[src/pcr_pkg.sv]
// Shared constants and carrier types for the loop configuration register bank.
`default_nettype none

package pcr_pkg;

    // ************************************************************
    // Bus geometry and register offsets
    // ************************************************************
    localparam int ADR_W = 5;
    localparam int DAT_W = 8;
    localparam logic [4:0] OFS_FRAC_LO = 5'h00;
    localparam logic [4:0] OFS_FRAC_HI = 5'h01;
    localparam logic [4:0] OFS_CMD_FIRST = 5'h02;
    localparam logic [4:0] OFS_CMD_LAST = 5'h0b;
    localparam logic [4:0] OFS_DELAY_FIRST = 5'h02;
    localparam logic [4:0] OFS_DIVIDE_FIRST = 5'h06;
    localparam logic [4:0] OFS_FIELD_LAST = 5'h09;

    // ************************************************************
    // Field positions
    // ************************************************************
    localparam int CMD_BIT = 7;
    localparam int FIELD_W = 7;
    localparam int NUM_CMD = 10;
    localparam int NUM_FIELD = 8;
    localparam int NUM_OUT = 4;
    localparam int NUM_SEC = 3;
    // Command bit index equals register offset minus two.
    localparam int CI_LOAD = 0;
    localparam int CI_POWER = 1;
    localparam int CI_BUSRST = 2;
    localparam int CI_FRAC = 3;
    localparam int CI_REFSW = 4;
    localparam int CI_WHOLE = 5;
    localparam int CI_MAIN = 6;
    localparam int CI_STANDBY_PORT = 7;
    localparam int CI_SYNC = 8;
    localparam int CI_SEC2 = 9;

    // ************************************************************
    // Values after reset
    // ************************************************************
    localparam logic [9:0] RST_CMD = 10'h002;
    localparam logic [6:0] RST_FIELD = 7'h07;
    localparam logic [7:0] RST_FRAC_BYTE = 8'h00;

    // ************************************************************
    // Timing
    // ************************************************************
    localparam int CLK_HZ = 40_000_000;
    localparam int REFSW_RESET_NS = 1000;
    localparam int REFSW_RESET_CYC = (REFSW_RESET_NS * (CLK_HZ / 1_000_000) + 999) / 1000;

    // ************************************************************
    // Carrier types
    // ************************************************************
    typedef struct packed {
        logic cyc;
        logic stb;
        logic we;
        logic [ADR_W-1:0] adr;
        logic [DAT_W-1:0] dat;
    } pcr_wb_req_s;

    typedef struct packed {
        logic power_down;
        logic loop_reset;
        logic whole_reset;
        logic sec2_reset;
        logic frac_enable;
        logic [15:0] frac_value;
    } pcr_loop_ctrl_s;

endpackage

`default_nettype wire

[src/pcr_bank.sv]
// Configuration register bank of the on-chip clock loop, Wishbone slave.
// Notes on behaviour
// Fraction is 16-bit value over 65535, two bytes.
// Fractional divider used only when mode bit set.
// Phase shift starts on load bit falling edge.
// Shift only outputs whose divide and delay differ.
// Power bit low powers loop down; resets high.
// Bus reset bit holds loop in reset.
// Optional loop reset on reference switch.
// Whole-loop reset port honoured only when enabled.
// Main reset port honoured only when enabled.
// Standby port acts only when enabled.
// Secondary gating aligned to primary when enabled.
// Second secondary reset port needs enable bit.
// Host writes only offsets zero to eleven.
// Host programs divider as ratio minus one.
// Host sets delay equal to divider for zero shift.
// Host writes load bit high then low.
`default_nettype none

module pcr_bank #(
    parameter int REFSW_RESET_CYCLES = pcr_pkg::REFSW_RESET_CYC
) (
    // Clock and reset
    input wire logic clk,
    input wire logic resetn,
    // Wishbone slave
    input wire pcr_pkg::pcr_wb_req_s wb_req,
    output var logic [pcr_pkg::DAT_W-1:0] wb_dat_q,
    output var logic wb_ack_q,
    // Loop pins
    input wire logic whole_reset_port,
    input wire logic main_reset_port,
    input wire logic second_secondary_reset_port,
    input wire logic standby_port,
    input wire logic reference_select_mux,
    input wire logic primary_output_clock,
    input wire logic [pcr_pkg::NUM_SEC-1:0] secondary_enable_req,
    // Same-clock configuration
    input wire logic dynamic_phase_select,
    // Loop control
    output var pcr_pkg::pcr_loop_ctrl_s loop_ctrl_q,
    output var logic [pcr_pkg::NUM_OUT-1:0] phase_shift_q,
    output var logic [pcr_pkg::NUM_SEC-1:0] secondary_enable_q
);

    localparam int CNT_W = $clog2(REFSW_RESET_CYCLES + 1);

    initial begin
        if (REFSW_RESET_CYCLES < 1 || REFSW_RESET_CYCLES > 65535) begin
            $error("REFSW_RESET_CYCLES out of range");
        end
    end

    // ************************************************************
    // Pin synchronisation
    // ************************************************************
    localparam int PIN_W = 6 + pcr_pkg::NUM_SEC;

    logic [PIN_W-1:0] pins_s;
    logic prim_prev_q;
    logic ref_prev_q;

    pcr_sync #(
        .W(PIN_W)
    ) u_sync (
        .clk(clk),
        .resetn(resetn),
        .async_in({secondary_enable_req, primary_output_clock, reference_select_mux,
            standby_port, second_secondary_reset_port, main_reset_port, whole_reset_port}),
        .sync_out(pins_s)
    );

    wire logic whole_s = pins_s[0];
    wire logic main_s = pins_s[1];
    wire logic sec2_s = pins_s[2];
    wire logic standby_port_s = pins_s[3];
    wire logic ref_s = pins_s[4];
    wire logic prim_s = pins_s[5];
    wire logic [pcr_pkg::NUM_SEC-1:0] sec_req_s = pins_s[PIN_W-1:6];
    wire logic primary_tick = prim_s && !prim_prev_q;
    wire logic ref_switched = ref_s != ref_prev_q;

    always_ff @(posedge clk or negedge resetn) begin
        if (!resetn) begin
            prim_prev_q <= 1'b0;
            ref_prev_q <= 1'b0;
        end else begin
            prim_prev_q <= prim_s;
            ref_prev_q <= ref_s;
        end
    end

    // ************************************************************
    // Bus decode
    // ************************************************************
    logic [7:0] frac_lo_q;
    logic [7:0] frac_hi_q;
    logic [pcr_pkg::NUM_CMD-1:0] cmd_q;
    logic [pcr_pkg::FIELD_W-1:0] field_q [pcr_pkg::NUM_FIELD];

    wire logic [4:0] adr = wb_req.adr;
    wire logic take = wb_req.cyc && wb_req.stb && !wb_ack_q;
    wire logic wr = take && wb_req.we;
    wire logic [4:0] slot = 5'(adr - pcr_pkg::OFS_CMD_FIRST);
    wire logic in_cmd = adr >= pcr_pkg::OFS_CMD_FIRST && adr <= pcr_pkg::OFS_CMD_LAST;
    wire logic in_field = adr >= pcr_pkg::OFS_DELAY_FIRST && adr <= pcr_pkg::OFS_FIELD_LAST;
    wire logic wr_lo = wr && adr == pcr_pkg::OFS_FRAC_LO;
    wire logic wr_hi = wr && adr == pcr_pkg::OFS_FRAC_HI;
    wire logic cmd_bit = in_cmd && cmd_q[slot[3:0]];
    wire logic [6:0] field_val = in_field ? field_q[slot[2:0]] : 7'h00;
    wire logic [7:0] rd_data =
        (adr == pcr_pkg::OFS_FRAC_LO) ? frac_lo_q :
        (adr == pcr_pkg::OFS_FRAC_HI) ? frac_hi_q :
        {cmd_bit, field_val};

    // Unmapped offsets are acknowledged, read zero and drop writes.
    always_ff @(posedge clk or negedge resetn) begin
        if (!resetn) begin
            wb_ack_q <= 1'b0;
            wb_dat_q <= 8'h00;
        end else begin
            wb_ack_q <= take;
            wb_dat_q <= take ? rd_data : 8'h00;
        end
    end

    // ************************************************************
    // Register storage
    // ************************************************************
    always_ff @(posedge clk or negedge resetn) begin
        if (!resetn) begin
            frac_lo_q <= pcr_pkg::RST_FRAC_BYTE;
            frac_hi_q <= pcr_pkg::RST_FRAC_BYTE;
        end else begin
            if (wr_lo) begin
                frac_lo_q <= wb_req.dat;
            end
            if (wr_hi) begin
                frac_hi_q <= wb_req.dat;
            end
        end
    end

    genvar c;
    generate
        for (c = 0; c < pcr_pkg::NUM_CMD; c++) begin : gen_cmd
            wire logic hit = wr && in_cmd && slot == 5'(c);
            always_ff @(posedge clk or negedge resetn) begin
                if (!resetn) begin
                    cmd_q[c] <= pcr_pkg::RST_CMD[c];
                end else if (hit) begin
                    cmd_q[c] <= wb_req.dat[pcr_pkg::CMD_BIT];
                end
            end
        end
        for (c = 0; c < pcr_pkg::NUM_FIELD; c++) begin : gen_field
            wire logic hit = wr && in_field && slot == 5'(c);
            always_ff @(posedge clk or negedge resetn) begin
                if (!resetn) begin
                    field_q[c] <= pcr_pkg::RST_FIELD;
                end else if (hit) begin
                    field_q[c] <= wb_req.dat[pcr_pkg::FIELD_W-1:0];
                end
            end
        end
    endgenerate

    // ************************************************************
    // Phase load command
    // ************************************************************
    logic load_prev_q;
    logic [pcr_pkg::NUM_OUT-1:0] differs;

    // Delay fields occupy slots 0..3, divide fields slots 4..7.
    generate
        for (c = 0; c < pcr_pkg::NUM_OUT; c++) begin : gen_diff
            assign differs[c] = field_q[c] != field_q[c + pcr_pkg::NUM_OUT];
        end
    endgenerate

    wire logic load_fell = load_prev_q && !cmd_q[pcr_pkg::CI_LOAD];
    wire logic load_go = load_fell && !dynamic_phase_select;

    always_ff @(posedge clk or negedge resetn) begin
        if (!resetn) begin
            load_prev_q <= 1'b0;
            phase_shift_q <= '0;
        end else begin
            load_prev_q <= cmd_q[pcr_pkg::CI_LOAD];
            phase_shift_q <= load_go ? differs : '0;
        end
    end

    // ************************************************************
    // Reference switch reset
    // ************************************************************
    logic [CNT_W-1:0] refsw_cnt_q;

    // The reset is stretched so the loop sees a clean pulse, not one cycle.
    always_ff @(posedge clk or negedge resetn) begin
        if (!resetn) begin
            refsw_cnt_q <= '0;
        end else if (ref_switched && cmd_q[pcr_pkg::CI_REFSW]) begin
            refsw_cnt_q <= CNT_W'(REFSW_RESET_CYCLES);
        end else if (refsw_cnt_q != '0) begin
            refsw_cnt_q <= refsw_cnt_q - 1'b1;
        end
    end

    // ************************************************************
    // Loop control outputs
    // ************************************************************
    pcr_pkg::pcr_loop_ctrl_s ctrl_d;

    wire logic main_hit = main_s && cmd_q[pcr_pkg::CI_MAIN];
    wire logic refsw_active = refsw_cnt_q != '0;
    wire logic standby_port_hit = standby_port_s && cmd_q[pcr_pkg::CI_STANDBY_PORT];

    assign ctrl_d.power_down = !cmd_q[pcr_pkg::CI_POWER] || standby_port_hit;
    assign ctrl_d.loop_reset = cmd_q[pcr_pkg::CI_BUSRST] || main_hit || refsw_active;
    assign ctrl_d.whole_reset = whole_s && cmd_q[pcr_pkg::CI_WHOLE];
    assign ctrl_d.sec2_reset = sec2_s && cmd_q[pcr_pkg::CI_SEC2];
    assign ctrl_d.frac_enable = cmd_q[pcr_pkg::CI_FRAC];
    // Ratio is this value over 65535; the analog divider does the division.
    assign ctrl_d.frac_value = {frac_hi_q, frac_lo_q};

    always_ff @(posedge clk or negedge resetn) begin
        if (!resetn) begin
            loop_ctrl_q <= '{power_down: 1'b0, loop_reset: 1'b0, whole_reset: 1'b0,
                sec2_reset: 1'b0, frac_enable: 1'b0, frac_value: 16'h0000};
        end else begin
            loop_ctrl_q <= ctrl_d;
        end
    end

    pcr_gate #(
        .N(pcr_pkg::NUM_SEC)
    ) u_gate (
        .clk(clk),
        .resetn(resetn),
        .sync_en(cmd_q[pcr_pkg::CI_SYNC]),
        .primary_tick(primary_tick),
        .enable_req(sec_req_s),
        .enable_q(secondary_enable_q)
    );

    // ************************************************************
    // Checks
    // ************************************************************
    AST_FRAC_LOW_BYTE: assert property (
        @(posedge clk) disable iff (!resetn)
        wr_lo |-> ##2 loop_ctrl_q.frac_value[7:0] == $past(wb_req.dat, 2))
        else $error("low fraction byte not delivered");

    AST_FRAC_MODE: assert property (
        @(posedge clk) disable iff (!resetn)
        (wr && adr == 5'h05) |-> ##2 loop_ctrl_q.frac_enable == $past(wb_req.dat[7], 2))
        else $error("fractional mode does not follow its bit");

    AST_LOAD_EDGE: assert property (
        @(posedge clk) disable iff (!resetn)
        (phase_shift_q != '0) |-> $past(cmd_q[pcr_pkg::CI_LOAD], 2)
            && !$past(cmd_q[pcr_pkg::CI_LOAD]) && !$past(dynamic_phase_select))
        else $error("phase shift without a load falling edge");

    AST_SHIFT_MASK: assert property (
        @(posedge clk) disable iff (!resetn)
        load_go |=> phase_shift_q == $past(differs))
        else $error("phase shift mask wrong");

    AST_POWER_DOWN: assert property (
        @(posedge clk) disable iff (!resetn)
        (cmd_q[pcr_pkg::CI_POWER] && !standby_port_hit) |=> !loop_ctrl_q.power_down)
        else $error("loop powered down while power bit set");

    AST_BUS_RESET: assert property (
        @(posedge clk) disable iff (!resetn)
        cmd_q[pcr_pkg::CI_BUSRST] |=> loop_ctrl_q.loop_reset)
        else $error("bus reset not applied");

    AST_REFSW_RESET: assert property (
        @(posedge clk) disable iff (!resetn)
        (ref_switched && cmd_q[pcr_pkg::CI_REFSW]) |=> ##1 loop_ctrl_q.loop_reset)
        else $error("reference switch did not reset loop");

    AST_WHOLE_GATED: assert property (
        @(posedge clk) disable iff (!resetn)
        !cmd_q[pcr_pkg::CI_WHOLE] |=> !loop_ctrl_q.whole_reset)
        else $error("whole reset passed while disabled");

    AST_MAIN_GATED: assert property (
        @(posedge clk) disable iff (!resetn)
        (!cmd_q[pcr_pkg::CI_MAIN] && !cmd_q[pcr_pkg::CI_BUSRST] && !refsw_active)
            |=> !loop_ctrl_q.loop_reset)
        else $error("main reset passed while disabled");

    AST_STANDBY: assert property (
        @(posedge clk) disable iff (!resetn)
        (standby_port_s && cmd_q[pcr_pkg::CI_STANDBY_PORT]) |=> loop_ctrl_q.power_down)
        else $error("enabled standby ignored");

    AST_SEC2_GATED: assert property (
        @(posedge clk) disable iff (!resetn)
        loop_ctrl_q.sec2_reset |-> $past(cmd_q[pcr_pkg::CI_SEC2]) && $past(sec2_s))
        else $error("secondary reset passed while disabled");

endmodule

`default_nettype wire

[src/pcr_sync.sv]
// Two-stage synchroniser for a group of pin inputs.
`default_nettype none

module pcr_sync #(
    parameter int W = 1
) (
    // Clock and reset
    input wire logic clk,
    input wire logic resetn,
    // Levels
    input wire logic [W-1:0] async_in,
    output var logic [W-1:0] sync_out
);

    logic [W-1:0] meta_q;

    initial begin
        if (W < 1) begin
            $error("pcr_sync needs at least one bit");
        end
    end

    // The first stage feeds only the second one.
    always_ff @(posedge clk or negedge resetn) begin
        if (!resetn) begin
            meta_q <= '0;
            sync_out <= '0;
        end else begin
            meta_q <= async_in;
            sync_out <= meta_q;
        end
    end

endmodule

`default_nettype wire

[src/pcr_gate.sv]
// Enable gating of the secondary outputs, optionally aligned to the primary output.
`default_nettype none

module pcr_gate #(
    parameter int N = pcr_pkg::NUM_SEC
) (
    // Clock and reset
    input wire logic clk,
    input wire logic resetn,
    // Control
    input wire logic sync_en,
    input wire logic primary_tick,
    input wire logic [N-1:0] enable_req,
    // Gated enables
    output var logic [N-1:0] enable_q
);

    initial begin
        if (N < 1) begin
            $error("pcr_gate needs at least one output");
        end
    end

    genvar g;
    generate
        for (g = 0; g < N; g++) begin : gen_gate
            wire logic take = !sync_en || primary_tick;
            always_ff @(posedge clk or negedge resetn) begin
                if (!resetn) begin
                    enable_q[g] <= 1'b0;
                end else if (take) begin
                    enable_q[g] <= enable_req[g];
                end
            end
        end
    endgenerate

    // In aligned mode an enable only moves on a primary output edge.
    AST_SYNC_GATE: assert property (
        @(posedge clk) disable iff (!resetn)
        (sync_en && !primary_tick) |=> $stable(enable_q))
        else $error("secondary enable moved between primary edges");

endmodule

`default_nettype wire

[config.mk]
export PLATFORM = sky130hd
export DESIGN_NAME = pcr_bank
export DESIGN_NICKNAME = d
export VERILOG_FILES = /design/src/pcr_pkg.sv /design/src/pcr_bank.sv /design/src/pcr_sync.sv /design/src/pcr_gate.sv
export SDC_FILE = /design/constraint.sdc
export NUM_CORES = 1
export LEC_CHECK = 0
export BUFFER_PORTS_ARGS = -buffer_cell sky130_fd_sc_hd__buf_2
export CORE_UTILIZATION = 53
export DETAILED_ROUTE_END_ITERATION = 8
export PLACE_DENSITY = 0.76
export SLEW_MARGIN = 25
export SYNTH_ARGS = -nofsm -noshare
export SYNTH_HDL_FRONTEND = slang
export SYNTH_SLANG_ARGS = --single-unit
[constraint.sdc]
create_clock -name clk -period 1.61 [get_ports clk]
set_input_delay 0.0805 -clock clk [delete_from_list [all_inputs] [get_ports clk]]
set_output_delay 0.0805 -clock clk [all_outputs]
set_load 0.005 [all_outputs]
After elaboration in Yosys (flattened, before gate mapping):

Cells that the tools add are included.
Widths: inputs -> output; s select.

* add/sub/neg operators: 2
* $lt $le $gt $ge: 5
* equal/unequal tests: 15
* mux-type cells: 12
* bitwise operators: 1
* reductions and logical operators: 50

Operator list (count)
* $logic_and 1x1->1: 36
* $ne 7x7->1: 4
* $mux 8: 3
* $bmux 7 s3: 1
* $mux 7: 3
* $eq 5x3->1 const B: 4
* $mux 6: 2
* $eq 5x1->1 const B: 2
* $eq 5x2->1 const B: 2
* $eq 5x4->1 const B: 2
* $le 5x4->1 const B: 2
* $logic_not 5->1: 2
* $logic_not 1->1: 6
* $reduce_bool 6->1: 1
* $sub 6x1->6 const B: 1
* $ge 5x2->1 const B: 1
* $lt 4x5->1 const B: 1
* $sub 5x2->5 const B: 1
* $bmux 1 s4: 1
* $ge 4x4->1 const B: 1
* $logic_or 1x1->1: 4
* $mux 4: 1
* $not 3->4: 1
* $reduce_bool 2->1: 1
* other kinds (2): 2

* bits in registers: 146
* input bits: 28
* output and inout bits: 37
* logic and storage cells: 123

Depth between registers and ports, before layout:

* word-level depth: 9
* mapped depth: 8

Hierarchy:

A second synthesis with hierarchy kept.

* cells, all modules: 441
* area total of the unflattened synthesis: 6414.9 µm²

By module, submodules not included
* pcr_bank: times used 1, cells an instance 416, area an instance 5830.6 µm², seq. area each 3159.3 µm²
* pcr_sync: times used 1, cells an instance 18, area an instance 450.4 µm², seq. area each 450.4 µm²
* pcr_gate: times used 1, cells an instance 7, area an instance 133.9 µm², seq. area each 75.1 µm²

Worst setup path after synthesis:

OpenSTA, ideal clock, no wires.

* kind: flip-flop to flip-flop
* start point: reg wb_ack_q
* end point: reg field_q[52] (netlist bit)
* setup time: 0.125 ns
* arrival time: 1.670 ns
* setup slack: -0.186 ns
* stages on the path, launching flop included: 7
* buffers on the path: 1
* cells stage by stage: dfrtp_1 nand4b_1 a211oi_2 nand3b_1 nor2b_4 buf_6 mux2_4

* cells in the longest elaborated chain, start to end: 5

Ends and longest elaborated chain
* from (decl): RTL line pcr_bank.sv:30 `output var logic wb_ack_q,`
* from (signal assigned): RTL line pcr_bank.sv:123 `wb_ack_q <= take;`
* $logic_not 1->1: RTL line pcr_bank.sv:103 `wire logic take = wb_req.cyc && wb_req.stb && !wb_ack_q;`
* $logic_and 1x1->1: RTL line pcr_bank.sv:103
* $logic_and 1x1->1: RTL line pcr_bank.sv:104 `wire logic wr = take && wb_req.we;`
* $logic_and 1x1->1 (2 in series): RTL line pcr_bank.sv:158 `wire logic hit = wr && in_field && slot == 5'(c);`
* to (signal, indexed assignment): RTL line pcr_bank.sv:161 `field_q[c] <= pcr_pkg::RST_FIELD;`
* to (signal, indexed assignment): RTL line pcr_bank.sv:163 `field_q[c] <= wb_req.dat[pcr_pkg::FIELD_W-1:0];`
* to (decl): RTL line pcr_bank.sv:100 `logic [pcr_pkg::FIELD_W-1:0] field_q [pcr_pkg::NUM_FIELD];`

No other way between the ends.
A chain may end at the register's enable or synchronous reset.

Worst setup path after layout:

* start point: reg wb_ack_q
* end point: reg cmd_q[2] (netlist bit)

* cells in the longest elaborated chain, start to end: 5

Ends and longest elaborated chain
* $logic_not 1->1: RTL line pcr_bank.sv:103
* $logic_and 1x1->1: RTL line pcr_bank.sv:103
* $logic_and 1x1->1: RTL line pcr_bank.sv:104
* $logic_and 1x1->1 (2 in series): RTL line pcr_bank.sv:148 `wire logic hit = wr && in_cmd && slot == 5'(c);`
* to (signal, indexed assignment): RTL line pcr_bank.sv:151 `cmd_q[c] <= pcr_pkg::RST_CMD[c];`
* to (signal, indexed assignment): RTL line pcr_bank.sv:153 `cmd_q[c] <= wb_req.dat[pcr_pkg::CMD_BIT];`
* to (decl): RTL line pcr_bank.sv:99 `logic [pcr_pkg::NUM_CMD-1:0] cmd_q;`

No other way between the ends.

==> load_flow_metrics.sql <==
INSERT INTO impl_metrics (metric_group, metric, value, unit) VALUES
('clocking', 'ctsLongestPathBuffers', '2', ''),
('finish', 'antenna-diode-count', '0', ''),
('global_route', 'grt_first_pass_wirelength', '22.4', 'mm'),
('global_route', 'largest_net_degree_at_the_start_of_global_routing', '50', ''),
('timing', 'worst_pin_slew', '0.473', 'ns'),
('outcome', 'outcome', 'finished, violations left', ''),
('floorplanning', 'design.portCount', '65', ''),
('hold_path', 'timing.hold.worst.start', 'wb_req[4]', ''),
('clocking', 'cts.root.buffer_cell', 'sky130_fd_sc_hd__clkbuf_16', ''),
('hold_path', 'timing.hold.worst.class', 'in -> reg', ''),
('placement', 'count_of_input_and_output_buffers', '64', ''),
('floorplanning', 'die_height', '111', 'µm'),
('clocking', 'htreeDepth', '4', ''),
('floorplanning', 'effective_utilization_at_floorplan', '0.549', ''),
('setup_path', 'timing.rr.start', 'wb_ack_q', ''),
('placement', 'count_of_placed_standard_cells_including_taps', '656', ''),
('setup_path', 'worst_ep_arrival_time', '2.18', 'ns'),
('global_route', 'overflow', '0', ''),
('timing', 'rsz0062_at_grt', 'true', ''),
('power_and_ir_drop', 'comb_power_share', '0.116', ''),
('timing', 'min_tclk_post_route', '1.87', 'ns'),
('timing', 'finalMaxSlewViolations', '0', ''),
('clocking', 'clock_insertion_delay_worst_skew', '0.42', 'ns'),
('timing', 'min_period_over_period', '1.16', ''),
('outcome', 'failed_checks', 'design-rule violations, negative setup slack', ''),
('placement', 'finalWeightedCongestion', '0.867', ''),
('finish', 'final-seq-area', '3680', 'µm²'),
('power_and_ir_drop', 'total_switching_power', '2.30', 'mW'),
('routing', 'detailedRoute.firstIterationViolations', '309', ''),
('floorplanning', 'core_area', '11500', 'µm²'),
('routing', 'drt_drc_violations_left', '21', ''),
('routing', 'antenna_violating_nets_post_route', '0', ''),
('global_route', 'globalRouteTotalUtil', '0.242', ''),
('setup_path', 'critical_path.max_fanout', '4', ''),
('setup_path', 'worstSetupStartpointType', 'flip-flop', ''),
('finish', 'layout-drive-gt1-share', '0.522', ''),
('hold_path', 'min_delay_path_depth', '2', ''),
('job', 'cap_viol_max_count', '0', ''),
('setup_path', 'crit-reg2reg-capture', 'cmd_q[2]', ''),
('finish', 'syn2layout_area_growth', '26.0', '%'),
('global_route', 'antenna_found_initial', '0', ''),
('setup_path', 'cp_top_family', 'simple AND/OR/NAND/NOR gates', ''),
('logic_synthesis', 'mappedNetlistArea', '6330', 'µm²'),
('logic_synthesis', 'synth-seq-cells', '146', ''),
('setup_path', 'timing.critical_path.slowest_stage_cell', 'sky130_fd_sc_hd__dfrtp_1', ''),
('logic_synthesis', 'postSynth.asyncResetShare', '1.00', ''),
('logic_synthesis', 'netlist_top_cells_area', 'sky130_fd_sc_hd__dfrtp_1 48%, sky130_fd_sc_hd__mux2_2 14%, sky130_fd_sc_hd__dfstp_2 10%', ''),
('power_and_ir_drop', 'pwr_density_cell', '1180', 'nW/µm²'),
('power_and_ir_drop', 'swShare', '0.244', ''),
('logic_synthesis', 'synth_largest_type_area_fraction', '0.479', ''),
('power_and_ir_drop', 'power_leakage', '3.92', 'nW'),
('finish', 'final_cell_count_no_fill', '701', ''),
('timing', 'worst_hold_slack', '0.0568', 'ns'),
('hold_path', 'hold-path-endpoint', 'field_q[53]', ''),
('logic_synthesis', 'synth_edf_count', '0', ''),
('clocking', 'cts_tree', 'yes', ''),
('setup_path', 'worst_setup_path_end_kind', 'flip-flop', ''),
('floorplanning', 'rows', '39', ''),
('timing', 'setup_ws_post_layout', '-0.260', 'ns'),
('setup_path', 'chain_of_cells_forming_the_critical_path', 'nand4b_1 > a211oi_2 > buf_4 > and3_4 > buf_6 > nand2_1 > mux2_2', ''),
('power_and_ir_drop', 'vdd_ir_drop_max', '1.02', 'mV'),
('logic_synthesis', 'synthDominantAreaCellType', 'sky130_fd_sc_hd__dfrtp_1', ''),
('placement', 'preCtsSetupSlack', '-0.336', 'ns'),
('routing', 'wire_per_inst', '19.4', 'µm'),
('setup_path', 'critPathBufInv', '2', ''),
('logic_synthesis', 'yosys-top-cells-count', '121 x sky130_fd_sc_hd__dfrtp_1, 76 x sky130_fd_sc_hd__mux2_2, 25 x sky130_fd_sc_hd__dfstp_2', ''),
('routing', 'first_pass_iters', '7', ''),
('placement', 'dpl.hpwl', '9.17', 'mm'),
('logic_synthesis', 'synthesis.nets', '464', ''),
('timing', 'timing.final.setup_violations', '66', ''),
('power_and_ir_drop', 'clkPwrFrac', '0.443', '');
==> power groups by stage <==
stage               clock network [mW]  logic [mW]  registers [mW]
floorplan                            0       0.603            4.16
global placement                     0       0.931            4.19
detailed placement                   0       0.977            4.20
CTS                               4.23        1.04            4.15
global route                      4.41        1.20            4.17
finish                            4.17        1.09            4.15
==> per-stage QoR <==
| step | utilization | TNS (ns) |
|---|---|---|
| 2_1_floorplan | - | -2.27 |
| 3_3_place_gp | 0.615 | -14.74 |
| 3_5_place_dp | 0.615 | -19.32 |
| 4_1_cts | 0.687 | -8.55 |
| 5_1_grt | 0.693 | -18.51 |
| 6_report | 0.693 | -12.05 |
==> cell usage in the layout (no fill, tap or decap), types with 4 or more instances in the layout <==
cell and n:
sky130_fd_sc_hd__a41oi_1 4, sky130_fd_sc_hd__and2_1 5, sky130_fd_sc_hd__buf_12 4, sky130_fd_sc_hd__buf_2 63, sky130_fd_sc_hd__buf_4 31, sky130_fd_sc_hd__buf_6 5
sky130_fd_sc_hd__bufinv_16 4, sky130_fd_sc_hd__clkbuf_16 17, sky130_fd_sc_hd__clkinv_4 4, sky130_fd_sc_hd__dfrtp_1 121, sky130_fd_sc_hd__dfstp_2 25, sky130_fd_sc_hd__dlygate4sd3_1 10
sky130_fd_sc_hd__inv_1 5, sky130_fd_sc_hd__mux2_2 68, sky130_fd_sc_hd__mux2_4 17, sky130_fd_sc_hd__mux2i_1 8, sky130_fd_sc_hd__mux4_2 16, sky130_fd_sc_hd__nand2_1 14
sky130_fd_sc_hd__nand2_8 4, sky130_fd_sc_hd__nand3_1 4, sky130_fd_sc_hd__nor2_1 9, sky130_fd_sc_hd__nor2b_1 9, sky130_fd_sc_hd__nor2b_4 4, sky130_fd_sc_hd__nor4_1 5
sky130_fd_sc_hd__o211a_1 7, sky130_fd_sc_hd__o21ai_0 4, sky130_fd_sc_hd__o22ai_1 7, sky130_fd_sc_hd__xnor2_1 13, sky130_fd_sc_hd__xor2_1 17
==> area by class of cell <==
class                           count  share of cell area
Clock buffer                       17              0.0533
Multi-Input combinational cell    260               0.335
Sequential cell                   146               0.462
Clock inverter                     15              0.0256
Inverter                            7             0.00329
Tap cell                          143              0.0224
Timing Repair Buffer              113              0.0984
==> worst register-to-register path, stage by stage (launching register included) <==
cell,delay [ns]
sky130_fd_sc_hd__dfrtp_1,0.37
sky130_fd_sc_hd__nand4b_1,0.23
sky130_fd_sc_hd__a211oi_2,0.28
sky130_fd_sc_hd__buf_4,0.16
sky130_fd_sc_hd__and3_4,0.27
sky130_fd_sc_hd__buf_6,0.12
sky130_fd_sc_hd__nand2_1,0.05
sky130_fd_sc_hd__mux2_2,0.28
==> logic make-up (layout without fill, tap and decap cells) <==
logic type               after synthesis  in the layout  share of synthesized area
buffers and inverters                 26            152                     0.0196
adder cells (fa/ha/maj)                4              4                    0.00791
AO/OA/AOI/OAI                         36             36                     0.0439
flip-flops                           146            146                      0.582
XOR/XNOR                              31             31                     0.0441
AND/OR/NAND/NOR                       80             80                     0.0765
multiplexers                         109            109                      0.226
==> worst max-delay path by stage <==
stage / endpoint / cells past startpoint / from / slack (ns)
floorplan: field_q[52] / 6 / wb_ack_q / -0.14
global placement: field_q[53] / 9 / wb_req[10] / -0.26
detailed placement: cmd_q[0] / 10 / wb_req[10] / -0.34
CTS: field_q[55] / 7 / wb_ack_q / -0.21
global route: field_q[27] / 7 / wb_ack_q / -0.35
finish: cmd_q[2] / 7 / wb_ack_q / -0.26
==> metal layers <==
| layer | wire, µm | global-route usage |
|---|---|---|
| met1 | 6040 | 0.323 |
| met2 | 6800 | 0.380 |
| met3 | 593 | 0.0689 |
| met4 | 192 | 0.0892 |
| met5 | 0 | 0 |
==> registers in the layout, summed over array words and instances, names as in the netlist <==
| name | count |
|---|---|
| refsw_cnt_q | 6 |
| u_gate.enable_q | 3 |
| field_q | 56 |
| wb_ack_q | 1 |
| frac_hi_q | 8 |
| wb_dat_q | 8 |
| prim_prev_q | 1 |
| loop_ctrl_q | 21 |
| frac_lo_q | 8 |
| u_sync.sync_out | 9 |
| cmd_q | 10 |
| load_prev_q | 1 |
| phase_shift_q | 4 |
| u_sync.meta_q | 9 |
| ref_prev_q | 1 |
==> what timing repair did <==
action                                  in CTS  in global routing
endpoints found under the hold margin      135                  0
endpoints found under the setup margin      69                 69
resized for setup                           24                 10
hold buffers                                10                  0
setup buffers                                1                  2
pin swaps                                    2                  2
Note: power is estimated with default switching activity, not from simulation.
